File: src/pkg/simd_fp_pkg.sv
package simd_fp_pkg;

  // Storage shape
  localparam int NUM_REGS = 8;
  localparam int MANT_W = 64;
  localparam int EXP_W = 16;
  localparam int WIDE_W = 128;
  localparam int NUM_PORTS = 3;

  // Values after reset, and the all-valid tag word
  localparam logic [7:0] TAG_RESET = 8'h00;
  localparam logic [7:0] TAG_ALL_VALID = 8'hff;
  localparam logic [2:0] TOP_RESET = 3'h0;
  localparam logic [MANT_W-1:0] MANT_RESET = 64'h0;
  localparam logic [EXP_W-1:0] EXP_RESET = 16'h0;

  // Cycle counts of the operation path
  localparam logic [3:0] BASE_CYCLES = 4'h1;
  localparam logic [3:0] SWITCH_CYCLES = 4'h3;
  localparam logic [3:0] UNALIGNED_CYCLES = 4'h2;
  localparam logic [3:0] SPLIT_CYCLES = 4'h2;
  localparam logic [3:0] MISMATCH_CYCLES = 4'h2;

  // Address field positions
  localparam logic [3:0] WIDE_ALIGN_MASK = 4'hf;
  localparam logic [2:0] NARROW_ALIGN_MASK = 3'h7;
  localparam logic [5:0] LINE_LAST_FIT = 6'h38;

  // Core generations for the issue model
  localparam logic [1:0] GEN_NARROW_PATH = 2'h0;
  localparam logic [1:0] GEN_WIDE = 2'h1;
  localparam logic [1:0] GEN_ENHANCED = 2'h2;

  typedef enum logic [3:0] {
    op_pk_read = 4'h0,
    op_pk_write = 4'h1,
    op_fp_push = 4'h2,
    op_fp_pop = 4'h3,
    op_empty_state = 4'h4,
    op_load64 = 4'h5,
    op_load128 = 4'h6,
    op_unaligned_wide_move = 4'h7,
    op_byte_align = 4'h8
  } op_t;

  typedef enum logic [1:0] {
    fault_none = 2'h0,
    fault_stack_overflow = 2'h1,
    fault_stack_underflow = 2'h2,
    fault_misalign = 2'h3
  } fault_t;

  typedef enum logic [1:0] {
    st_idle = 2'h0,
    st_wait = 2'h1,
    st_done = 2'h2
  } state_t;

  typedef struct packed {
    op_t op;
    logic [2:0] idx;
    logic [31:0] addr;
    logic mismatch;
    logic [4:0] shift;
    logic [WIDE_W-1:0] opnd_a;
    logic [WIDE_W-1:0] opnd_b;
  } op_req_t;

  typedef struct packed {
    fault_t fault;
    logic [WIDE_W-1:0] data;
  } op_resp_t;

  typedef struct packed {
    logic valid;
    logic wide;
    logic shuffle;
  } lane_req_t;

endpackage

File: src/design/simd_fp_shared_regs.sv
`timescale 1ns/1ps
// Notes on behaviour
// - Packed registers share stack entries' physical storage
// - Any packed register reference marks all tags valid
// - Empty-state op clears every tag valid bit
// - Stack push onto all-valid tags raises overflow
// - Packed to stack switch costs extra cycles
// - Misaligned wide load faults, unaligned move excepted
// - Unaligned wide move completes, possibly slower
// - Misaligned narrow access never faults, split slower
// - Type-mismatched wide use: same result, slower
// - Narrow-path core issues wide ops every two cycles
// - Newer core: three ports, one per cycle
// - Enhanced core: shuffle class one per cycle
// - Wide and stack ops mix without switch cost
module simd_fp_shared_regs
  import simd_fp_pkg::*;
#(
  parameter logic [1:0] CORE_GEN = GEN_ENHANCED
) (
  input wire logic sys_clk,
  input wire logic rst_b,
  input wire logic req_valid,
  output logic req_ready,
  input wire op_req_t req,
  output logic resp_valid,
  output op_resp_t resp,
  input wire lane_req_t [NUM_PORTS-1:0] lane_req,
  output logic [NUM_PORTS-1:0] lane_grant,
  output logic [NUM_REGS-1:0] tag_valid,
  output logic [2:0] stack_top,
  output logic packed_mode
);

  state_t state; // Operation sequencer
  logic [3:0] wait_cnt; // Remaining cycles of the held op
  op_req_t req_q; // Held request
  logic [NUM_REGS-1:0][MANT_W-1:0] mant_q; // Shared mantissa storage
  logic [NUM_REGS-1:0][EXP_W-1:0] exp_q; // Sign and exponent storage
  logic [NUM_PORTS-1:0] hold; // Per-port throughput hold

  logic accept; // Request taken this cycle
  logic done_now; // Held op completes this cycle
  logic is_fp_req; // Incoming op is a stack op
  logic is_wide_req; // Incoming op is a 128-bit op
  logic [3:0] next_lat; // Latency of the incoming op
  logic [2:0] push_top; // Slot a push would fill
  logic [2*WIDE_W-1:0] align_cat; // Shifted concatenation
  logic [WIDE_W-1:0] align_result; // Byte-align window
  fault_t next_fault; // Fault of the completing op
  logic [WIDE_W-1:0] next_data; // Data of the completing op
  logic pk_ref; // Completing op touches a packed register
  logic mant_wr; // Packed register write
  logic push_ok; // Push writes a slot
  logic pop_ok; // Pop frees a slot

  assign req_ready = (state == st_idle);
  assign accept = req_valid && req_ready;
  assign done_now = (state == st_wait) && (wait_cnt == 4'h0);
  assign push_top = stack_top - 3'h1;

  // Incoming op classification
  assign is_fp_req = (req.op == op_fp_push) || (req.op == op_fp_pop);
  assign is_wide_req = (req.op == op_load128) || (req.op == op_unaligned_wide_move) ||
                       (req.op == op_byte_align);

  // Latency of the incoming op
  always_comb begin
    next_lat = BASE_CYCLES;
    // Leaving packed use for stack use costs a switch
    if (is_fp_req && packed_mode) begin
      next_lat = next_lat + SWITCH_CYCLES;
    end
    // Unaligned move on misaligned data takes longer
    if (req.op == op_unaligned_wide_move && (req.addr[3:0] & WIDE_ALIGN_MASK) != 4'h0) begin
      next_lat = next_lat + UNALIGNED_CYCLES;
    end
    // Narrow access crossing a line boundary takes longer
    if (req.op == op_load64 && req.addr[5:0] > LINE_LAST_FIT) begin
      next_lat = next_lat + SPLIT_CYCLES;
    end
    // Type-mismatched wide use costs time, not correctness
    if (is_wide_req && req.mismatch) begin
      next_lat = next_lat + MISMATCH_CYCLES;
    end
  end

  // Sequencer: idle, count latency, present answer one cycle
  always_ff @(posedge sys_clk or negedge rst_b) begin
    if (!rst_b) begin
      state <= st_idle;
      wait_cnt <= 4'h0;
    end else begin
      unique case (state)
        st_idle: begin
          if (accept) begin
            state <= st_wait;
            wait_cnt <= next_lat - 4'h1;
          end
        end
        st_wait: begin
          if (wait_cnt == 4'h0) begin
            state <= st_done;
          end else begin
            wait_cnt <= wait_cnt - 4'h1;
          end
        end
        st_done: begin
          state <= st_idle;
        end
        default: begin
          state <= st_idle;
        end
      endcase
    end
  end

  // Held request
  always_ff @(posedge sys_clk or negedge rst_b) begin
    if (!rst_b) begin
      req_q <= '0;
    end else if (accept) begin
      req_q <= req;
    end
  end

  // Byte-align window of {a, b}
  assign align_cat = {req_q.opnd_a, req_q.opnd_b} >> {req_q.shift, 3'h0};
  assign align_result = align_cat[WIDE_W-1:0];

  // Result and side effects of the completing op
  always_comb begin
    next_fault = fault_none;
    next_data = '0;
    pk_ref = 1'b0;
    mant_wr = 1'b0;
    push_ok = 1'b0;
    pop_ok = 1'b0;
    unique case (req_q.op)
      op_pk_read: begin
        pk_ref = 1'b1;
        next_data = {64'h0, mant_q[req_q.idx]};
      end
      op_pk_write, op_load64: begin
        pk_ref = 1'b1;
        mant_wr = 1'b1;
      end
      op_fp_push: begin
        // Push onto an occupied slot overflows
        if (tag_valid[push_top]) begin
          next_fault = fault_stack_overflow;
        end else begin
          push_ok = 1'b1;
        end
      end
      op_fp_pop: begin
        // Pop of an empty slot underflows
        if (!tag_valid[stack_top]) begin
          next_fault = fault_stack_underflow;
        end else begin
          pop_ok = 1'b1;
          next_data = {48'h0, exp_q[stack_top], mant_q[stack_top]};
        end
      end
      op_empty_state: begin
        next_data = '0;
      end
      op_load128: begin
        // Aligned move faults on misaligned address
        if ((req_q.addr[3:0] & WIDE_ALIGN_MASK) != 4'h0) begin
          next_fault = fault_misalign;
        end else begin
          next_data = req_q.opnd_a;
        end
      end
      op_unaligned_wide_move: begin
        next_data = req_q.opnd_a;
      end
      op_byte_align: begin
        next_data = align_result;
      end
      default: begin
        next_data = '0;
      end
    endcase
  end

  // Answer register
  always_ff @(posedge sys_clk or negedge rst_b) begin
    if (!rst_b) begin
      resp_valid <= 1'b0;
      resp <= '0;
    end else begin
      resp_valid <= done_now;
      if (done_now) begin
        resp.fault <= next_fault;
        resp.data <= next_data;
      end
    end
  end

  // Shared storage, one entry per register
  genvar e;
  generate
    for (e = 0; e < NUM_REGS; e++) begin : g_entry
      always_ff @(posedge sys_clk or negedge rst_b) begin
        if (!rst_b) begin
          mant_q[e] <= MANT_RESET;
          exp_q[e] <= EXP_RESET;
        end else if (done_now && mant_wr && req_q.idx == e) begin
          mant_q[e] <= req_q.opnd_a[MANT_W-1:0];
        end else if (done_now && push_ok && push_top == e) begin
          mant_q[e] <= req_q.opnd_a[MANT_W-1:0];
          exp_q[e] <= req_q.opnd_a[MANT_W+EXP_W-1:MANT_W];
        end
      end
    end
  endgenerate

  // Tag word
  always_ff @(posedge sys_clk or negedge rst_b) begin
    if (!rst_b) begin
      tag_valid <= TAG_RESET;
    end else if (done_now) begin
      if (pk_ref) begin
        tag_valid <= TAG_ALL_VALID;
      end else if (req_q.op == op_empty_state) begin
        tag_valid <= TAG_RESET;
      end else if (push_ok) begin
        tag_valid[push_top] <= 1'b1;
      end else if (pop_ok) begin
        tag_valid[stack_top] <= 1'b0;
      end
    end
  end

  // Stack top pointer
  always_ff @(posedge sys_clk or negedge rst_b) begin
    if (!rst_b) begin
      stack_top <= TOP_RESET;
    end else if (done_now && push_ok) begin
      stack_top <= push_top;
    end else if (done_now && pop_ok) begin
      stack_top <= stack_top + 3'h1;
    end
  end

  // Packed-mode flag, drives the switch cost
  always_ff @(posedge sys_clk or negedge rst_b) begin
    if (!rst_b) begin
      packed_mode <= 1'b0;
    end else if (done_now) begin
      if (pk_ref) begin
        packed_mode <= 1'b1;
      end else if (req_q.op == op_empty_state || req_q.op == op_fp_push || req_q.op == op_fp_pop) begin
        packed_mode <= 1'b0;
      end
    end
  end

  // Issue ports, each with its own throughput hold
  genvar p;
  generate
    for (p = 0; p < NUM_PORTS; p++) begin : g_port
      logic two_cycle; // Op needs a free cycle after it
      assign two_cycle = (CORE_GEN == GEN_NARROW_PATH && lane_req[p].wide) ||
                         (CORE_GEN == GEN_WIDE && lane_req[p].shuffle);
      assign lane_grant[p] = lane_req[p].valid && !hold[p];
      always_ff @(posedge sys_clk or negedge rst_b) begin
        if (!rst_b) begin
          hold[p] <= 1'b0;
        end else begin
          hold[p] <= lane_grant[p] && two_cycle;
        end
      end
      full_rate_a: assert property (@(posedge sys_clk) disable iff (!rst_b)
        (CORE_GEN == GEN_ENHANCED && lane_req[p].valid) |-> lane_grant[p])
        else $error("enhanced core port stalled");
      half_rate_a: assert property (@(posedge sys_clk) disable iff (!rst_b)
        (CORE_GEN == GEN_NARROW_PATH && lane_grant[p] && lane_req[p].wide) |=> !lane_grant[p])
        else $error("wide op issued back to back on narrow path");
    end
  endgenerate

  tags_set_a: assert property (@(posedge sys_clk) disable iff (!rst_b)
    (done_now && (req_q.op == op_pk_read || req_q.op == op_pk_write)) |=> tag_valid == TAG_ALL_VALID)
    else $error("packed reference left a tag clear");

  empty_clear_a: assert property (@(posedge sys_clk) disable iff (!rst_b)
    (done_now && req_q.op == op_empty_state) |=> tag_valid == TAG_RESET && $stable(mant_q))
    else $error("empty-state did not clear tags or changed contents");

  stack_overflow_a: assert property (@(posedge sys_clk) disable iff (!rst_b)
    (done_now && req_q.op == op_fp_push && tag_valid == TAG_ALL_VALID)
    |=> resp_valid && resp.fault == fault_stack_overflow)
    else $error("push onto full tags did not overflow");

  switch_cost_a: assert property (@(posedge sys_clk) disable iff (!rst_b)
    (accept && req.op == op_fp_push && packed_mode) |=> (!resp_valid)[*4])
    else $error("stack op after packed use answered too soon");

  wide_misalign_a: assert property (@(posedge sys_clk) disable iff (!rst_b)
    (done_now && req_q.op == op_load128 && req_q.addr[3:0] != 4'h0) |=> resp.fault == fault_misalign)
    else $error("misaligned wide load did not fault");

  umove_ok_a: assert property (@(posedge sys_clk) disable iff (!rst_b)
    (done_now && req_q.op == op_unaligned_wide_move)
    |=> resp.fault == fault_none && resp.data == $past(req_q.opnd_a))
    else $error("unaligned move failed");

  narrow_nofault_a: assert property (@(posedge sys_clk) disable iff (!rst_b)
    (done_now && req_q.op == op_load64) |=> resp.fault == fault_none && tag_valid == TAG_ALL_VALID)
    else $error("narrow access faulted");

  wide_no_switch_a: assert property (@(posedge sys_clk) disable iff (!rst_b)
    (accept && req.op == op_load128 && !req.mismatch && req.addr[3:0] == 4'h0) |-> ##2 resp_valid)
    else $error("wide op paid a switch cost");

  byte_window_a: assert property (@(posedge sys_clk) disable iff (!rst_b)
    (done_now && req_q.op == op_byte_align) |=> resp.data == $past(align_result))
    else $error("byte-align window wrong");

endmodule

File: config.mk
export PLATFORM = sky130hd
export DESIGN_NAME = simd_fp_shared_regs
export DESIGN_NICKNAME = d
export VERILOG_FILES = /design/src/pkg/simd_fp_pkg.sv /design/src/design/simd_fp_shared_regs.sv
export SDC_FILE = /design/constraint.sdc
export NUM_CORES = 2
export LEC_CHECK = 0
export BUFFER_PORTS_ARGS = -buffer_cell sky130_fd_sc_hd__buf_2
export CAP_MARGIN = 20
export CORE_MARGIN = 10
export CORE_UTILIZATION = 62
export DETAILED_ROUTE_END_ITERATION = 7
export PLACE_DENSITY = 0.82
export SYNTH_ARGS = -nofsm -noshare
export SYNTH_HDL_FRONTEND = slang
export SYNTH_SLANG_ARGS = --single-unit
File: constraint.sdc
create_clock -name sys_clk -period 4.5 [get_ports sys_clk]
set_input_delay 0.225 -clock sys_clk [delete_from_list [all_inputs] [get_ports sys_clk]]
set_output_delay 0.225 -clock sys_clk [all_outputs]
set_load 0.01 [all_outputs]
==> run metrics, run 1 <==
count of warnings emitted by yosys 0; HPWL after DPL about 240,000 microns; initial antenna violation count about 130; run status stopped before the end; PortBufs about 420; sequential area share after synthesis 0.4141; Placement Rows about 120; leading area contributor after synthesis sky130_fd_sc_hd__dfrtp_1; floorplan die height 341.6 microns; fraction of post-synthesis cell area in the top cell type by area 0.4141; largest cells by area after synthesis sky130_fd_sc_hd__dfrtp_1 (41%), sky130_fd_sc_hd__mux4_2 (12%), sky130_fd_sc_hd__mux2_1 (8.6%); Setup Fix Bufs, Post-CTS 0; RD Place Congestion between 1 and 1.5; most numerous cell types in the synthesized netlist sky130_fd_sc_hd__nand2_1 (1,276), sky130_fd_sc_hd__dfrtp_1 (1,061), sky130_fd_sc_hd__mux2_1 (492); flops & latches, synth ~1,100; Syn Std Cell Area between 0.06 and 0.07 sq mm; number of sinks on the clock net ~1,100; clock tree root buffer cell sky130_fd_sc_hd__clkbuf_16; maximum number of pins on one net before global-route repair ~150; first logged error message [ERROR GRT-0183] Net req_q\[145\]: the 3D maze router ran out of legal paths (heap underflow) - the net is boxed in by local congestion or blockages.; H-tree levels 3; stage where the run ended global routing (5_1_grt); Post-synth EDFFs 0; Syn Inst Count a little under 6,000; share of async-settable or async-resettable flops after synthesis 1.000; maximum clock insertion buffer count 3; Num CTS Buffers 110; Initial Utilization 0.6275; Die Wd ~340 microns; library cell with the highest instance count after synthesis sky130_fd_sc_hd__nand2_1; distinct cell type count of the synthesized netlist 92; Synth Net Count 6,250; synthesized area per cell 10.82 sq um; Top FF cell, synth sky130_fd_sc_hd__dfrtp_1; Ports 460
[metrics by stage]
| stage | hold WS [ns] | utilization | std cells | instance area [sq um] | worst slack (ns) |
|---|---|---|---|---|---|
| 4_1_cts | 0.01849 | 0.7341 | 7964 | 75010 | 0.7117 |
| 3_5_place_dp | 0.3167 | 0.6702 | 7485 | 68480 | 0.7385 |
| 3_3_place_gp | 0.3184 | 0.6701 | 7484 | 68470 | 0.8878 |
| 2_1_floorplan | -0.07059 | - | 5928 | 64120 | 0.5660 |
[cell families after synthesis]
logic type | after synthesis | share of synthesized area
xor+xnor | 5 | 0.0006830
buf+inv | 598 | 0.04549
compound gates | 1066 | 0.1138
fa+ha+maj | 9 | 0.001756
mux | 1459 | 0.3144
simple gates | 1730 | 0.1098
flops | 1061 | 0.4141
[what timing repair did]
item | CTS
hold buffers | 273
hold endpoints to repair | 342
resized for setup | 0
setup endpoints to repair | 0
==> inputs of run 2 (changes only) <==
Settings changed: CORE_UTILIZATION 62 to 40, PLACE_DENSITY 0.82 to default, PLACE_DENSITY_LB_ADDON from default to 0.15.
==> run metrics, run 2 <==
run status completed; register with the most flip-flops mant_q; worst-case reg-to-reg path depth 7; number of global-route vias before repair 55,790; library cell with the highest instance count after synthesis sky130_fd_sc_hd__nand2_1; number of sinks on the clock net 1,061; Post-synth EDFFs 0; Top FF cell, synth sky130_fd_sc_hd__dfrtp_1; sequential area share after synthesis 0.4141; slew of the pin with the lowest slew margin 1.327 ns; peak supply drop 397.5 uV; category of cells accounting for the largest share of critical-path delay simple AND/OR/NAND/NOR gates; leftover overflow at the end of global routing 0; terminus of the critical flop-to-flop path resp[18]$_DFFE_PN0P_; Gates resized, CTS repair 0; clock tree root buffer cell sky130_fd_sc_hd__clkbuf_16; share of async-settable or async-resettable flops after synthesis 1.000; area of the multi-input gates ~0.035 sq mm; commonest cells after routing, fill and taps aside sky130_fd_sc_hd__nand2_1 (1,271), sky130_fd_sc_hd__dfrtp_1 (1,050), sky130_fd_sc_hd__mux2_1 (492); share of the clock period used by the worst path 0.8250; Die Wd 420.4 microns; most common cell after layout, fill and taps aside sky130_fd_sc_hd__nand2_1; Detail Route Antenna Nets 0; H-tree levels 3; kind of launch point of the worst setup path flip-flop; average wire length per cell after detail routing about 38 microns; Min Hold Slack 0.02580 ns; time the worst path needs with I/O delays and setup 3.712 ns; Sequential cell area 0.02659 sq mm; die area 0.1767 sq mm; final design utilization 0.4817; category of the critical setup timing path flip-flop to flip-flop; PortBufs 421; most numerous cell types in the synthesized netlist sky130_fd_sc_hd__nand2_1 (1,276), sky130_fd_sc_hd__dfrtp_1 (1,061), sky130_fd_sc_hd__mux2_1 (492); max capacitance violation total 0; fraction of post-synthesis cell area in the top cell type by area 0.4141; registers with the highest flip-flop counts mant_q (512), req_q (272), resp (130); cell mode on critical path sky130_fd_sc_hd__buf_4; unrepaired setup endpoints after global routing no; maximum fanout count along the critical path 24; fraction of final layout cells sized beyond drive strength 1 0.2511; Setup Fix Bufs, Post-CTS 0; clock tree from TritonCTS done; first-pass GRT wire length approximately 460,000 microns; count of warnings emitted by yosys 0; leading area contributor after synthesis sky130_fd_sc_hd__dfrtp_1; HPWL after DPL 242,200 microns; highest-delay cell along the critical path sky130_fd_sc_hd__or2_2; Placed Instance Area around 0.070 sq mm; CP arrival 4.40 ns; length of the first detailed-routing pass in iterations 6; final max-slew violation count 0; Syn Inst Count 5,928; number of nets in the finished design 6,869; via total after detailed routing 56,850; leak pwr 35.83 nW; Placement Rows 146; routed via count divided by cell count 6.514; Largest register FFs 512; register-to-register setup slack 0.79 ns; Initial DRC Count 7,026; Max-slew headroom 0.08978; Initial Utilization 0.4034; FILL cells 14,550; critical path cell sequence nand2b_1, nand2b_4, buf_4, buf_4, or2_2, o21ai_0, a31oi_1; worst reg2reg path startpoint state[1]$_DFFE_PN0P_; maximum clock insertion buffer count 3; setup violators final 0; Syn Std Cell Area between 0.06 and 0.07 sq mm; initial antenna violation count 32; synthesis-to-finish area growth 19.40%; distinct cell type count of the synthesized netlist 92; clock-pin slew reported for the worst setup and hold paths after clock tree synthesis 0.07 ns; synthesized area per cell ~11 sq um; Worst EP required 5.18 ns; area of the core region 0.1589 sq mm; clock network latency to the later pin of the worst-skew pair ~0.84 ns; Ports 460; maximum number of pins on one net before global-route repair 134; worst min-delay path class primary input to asynchronous set/reset pin; kind of capture point of the worst setup path flip-flop; Crit path buffers/inverters 2; final setup TNS 0 ns; post-layout instance area 0.07656 sq mm; final routed DRC violation total 0; Power per Cell Area 781.3 mW/mm^2; largest cells by area after synthesis sky130_fd_sc_hd__dfrtp_1 (41%), sky130_fd_sc_hd__mux4_2 (12%), sky130_fd_sc_hd__mux2_1 (8.6%); final total power 0.05981 W; final wirelength 333,100 microns; maximum operating frequency 269.4 MHz; delay of the slowest cell on the worst path 0.81 ns; global routing usage summed across all routing layers 0.3685; quantity of hold-fixing buffers added after cts 276; RD Place Congestion 1.038; flops & latches, synth around 1,100; Num CTS Buffers 118; Layout Skew a little over 0.09 ns; Final Hold Fails 0; Synth Net Count approximately 6,300; floorplan die height 420.4 microns
==> run 2: cell counts after synthesis <==
Identical to the previous run, type by type.
==> run 2: final cells by class <==
type                       instances  area share
antenna                           17   0.0005557
clock buffer                     173     0.04401
clock inverter                    39    0.007910
inverter                          12   0.0006701
multi-input combinational       4269      0.4552
sequential                      1061      0.3474
tap                             2072     0.03386
timing repair buffer            1085      0.1104
==> run 2: stage by stage <==
stage	worst slack (ns)	std cells
2_1_floorplan	0.5660	5928
3_3_place_gp	0.9637	8219
3_5_place_dp	0.9018	8222
4_1_cts	0.8773	8710
5_1_grt	0.7718	8714
6_report	0.7875	8728
==> run 2: how the worst max path moves through the flow <==
stage | slack, ns | endpoint | from | cells past startpoint
3_5_place_dp | 0.90 | resp[18]$_DFFE_PN0P_ | state[1]$_DFFE_PN0P_ | 7
2_1_floorplan | 0.57 | mant_q[131]$_DFFE_PN0P_ | stack_top[0]$_DFFE_PN0P_ | 13
5_1_grt | 0.77 | resp[18]$_DFFE_PN0P_ | state[1]$_DFFE_PN0P_ | 7
3_3_place_gp | 0.96 | resp[18]$_DFFE_PN0P_ | state[1]$_DFFE_PN0P_ | 7
4_1_cts | 0.88 | resp[18]$_DFFE_PN0P_ | state[1]$_DFFE_PN0P_ | 7
6_report | 0.79 | resp[18]$_DFFE_PN0P_ | state[1]$_DFFE_PN0P_ | 7
==> run 2: layer usage <==
| metal | vias to the layer above | wire length [microns] | track usage |
|---|---|---|---|
| met5 | - | 124 | 0 |
| met4 | 18 | 29840 | 0.2652 |
| met3 | 923 | 29220 | 0.07788 |
| met2 | 3212 | 148300 | 0.5667 |
| met1 | 29600 | 125600 | 0.4594 |
| li1 | 23110 | - | - |
==> run 2: power by group <==
group	switching (W)	leakage [nW]	total [W]	internal [W]
logic	0.0195	19.7	0.0312	0.0118
registers	0.00616	14.2	0.0185	0.0123
clock network	0.00433	1.93	0.0101	0.00577
==> run 2: cells by family (layout without fill, tap and decap cells) <==
| group | count (synthesis) | after routing | synth area share |
|---|---|---|---|
| fa+ha+maj | 9 | 9 | 0.001756 |
| compound gates | 1066 | 1066 | 0.1138 |
| flops | 1061 | 1061 | 0.4141 |
| simple gates | 1730 | 1730 | 0.1098 |
| xor+xnor | 5 | 5 | 0.0006830 |
| mux | 1459 | 1459 | 0.3144 |
| other cells | 0 | 17 | 0 |
| buf+inv | 598 | 1309 | 0.04549 |
(Power assumes the default switching activity.)
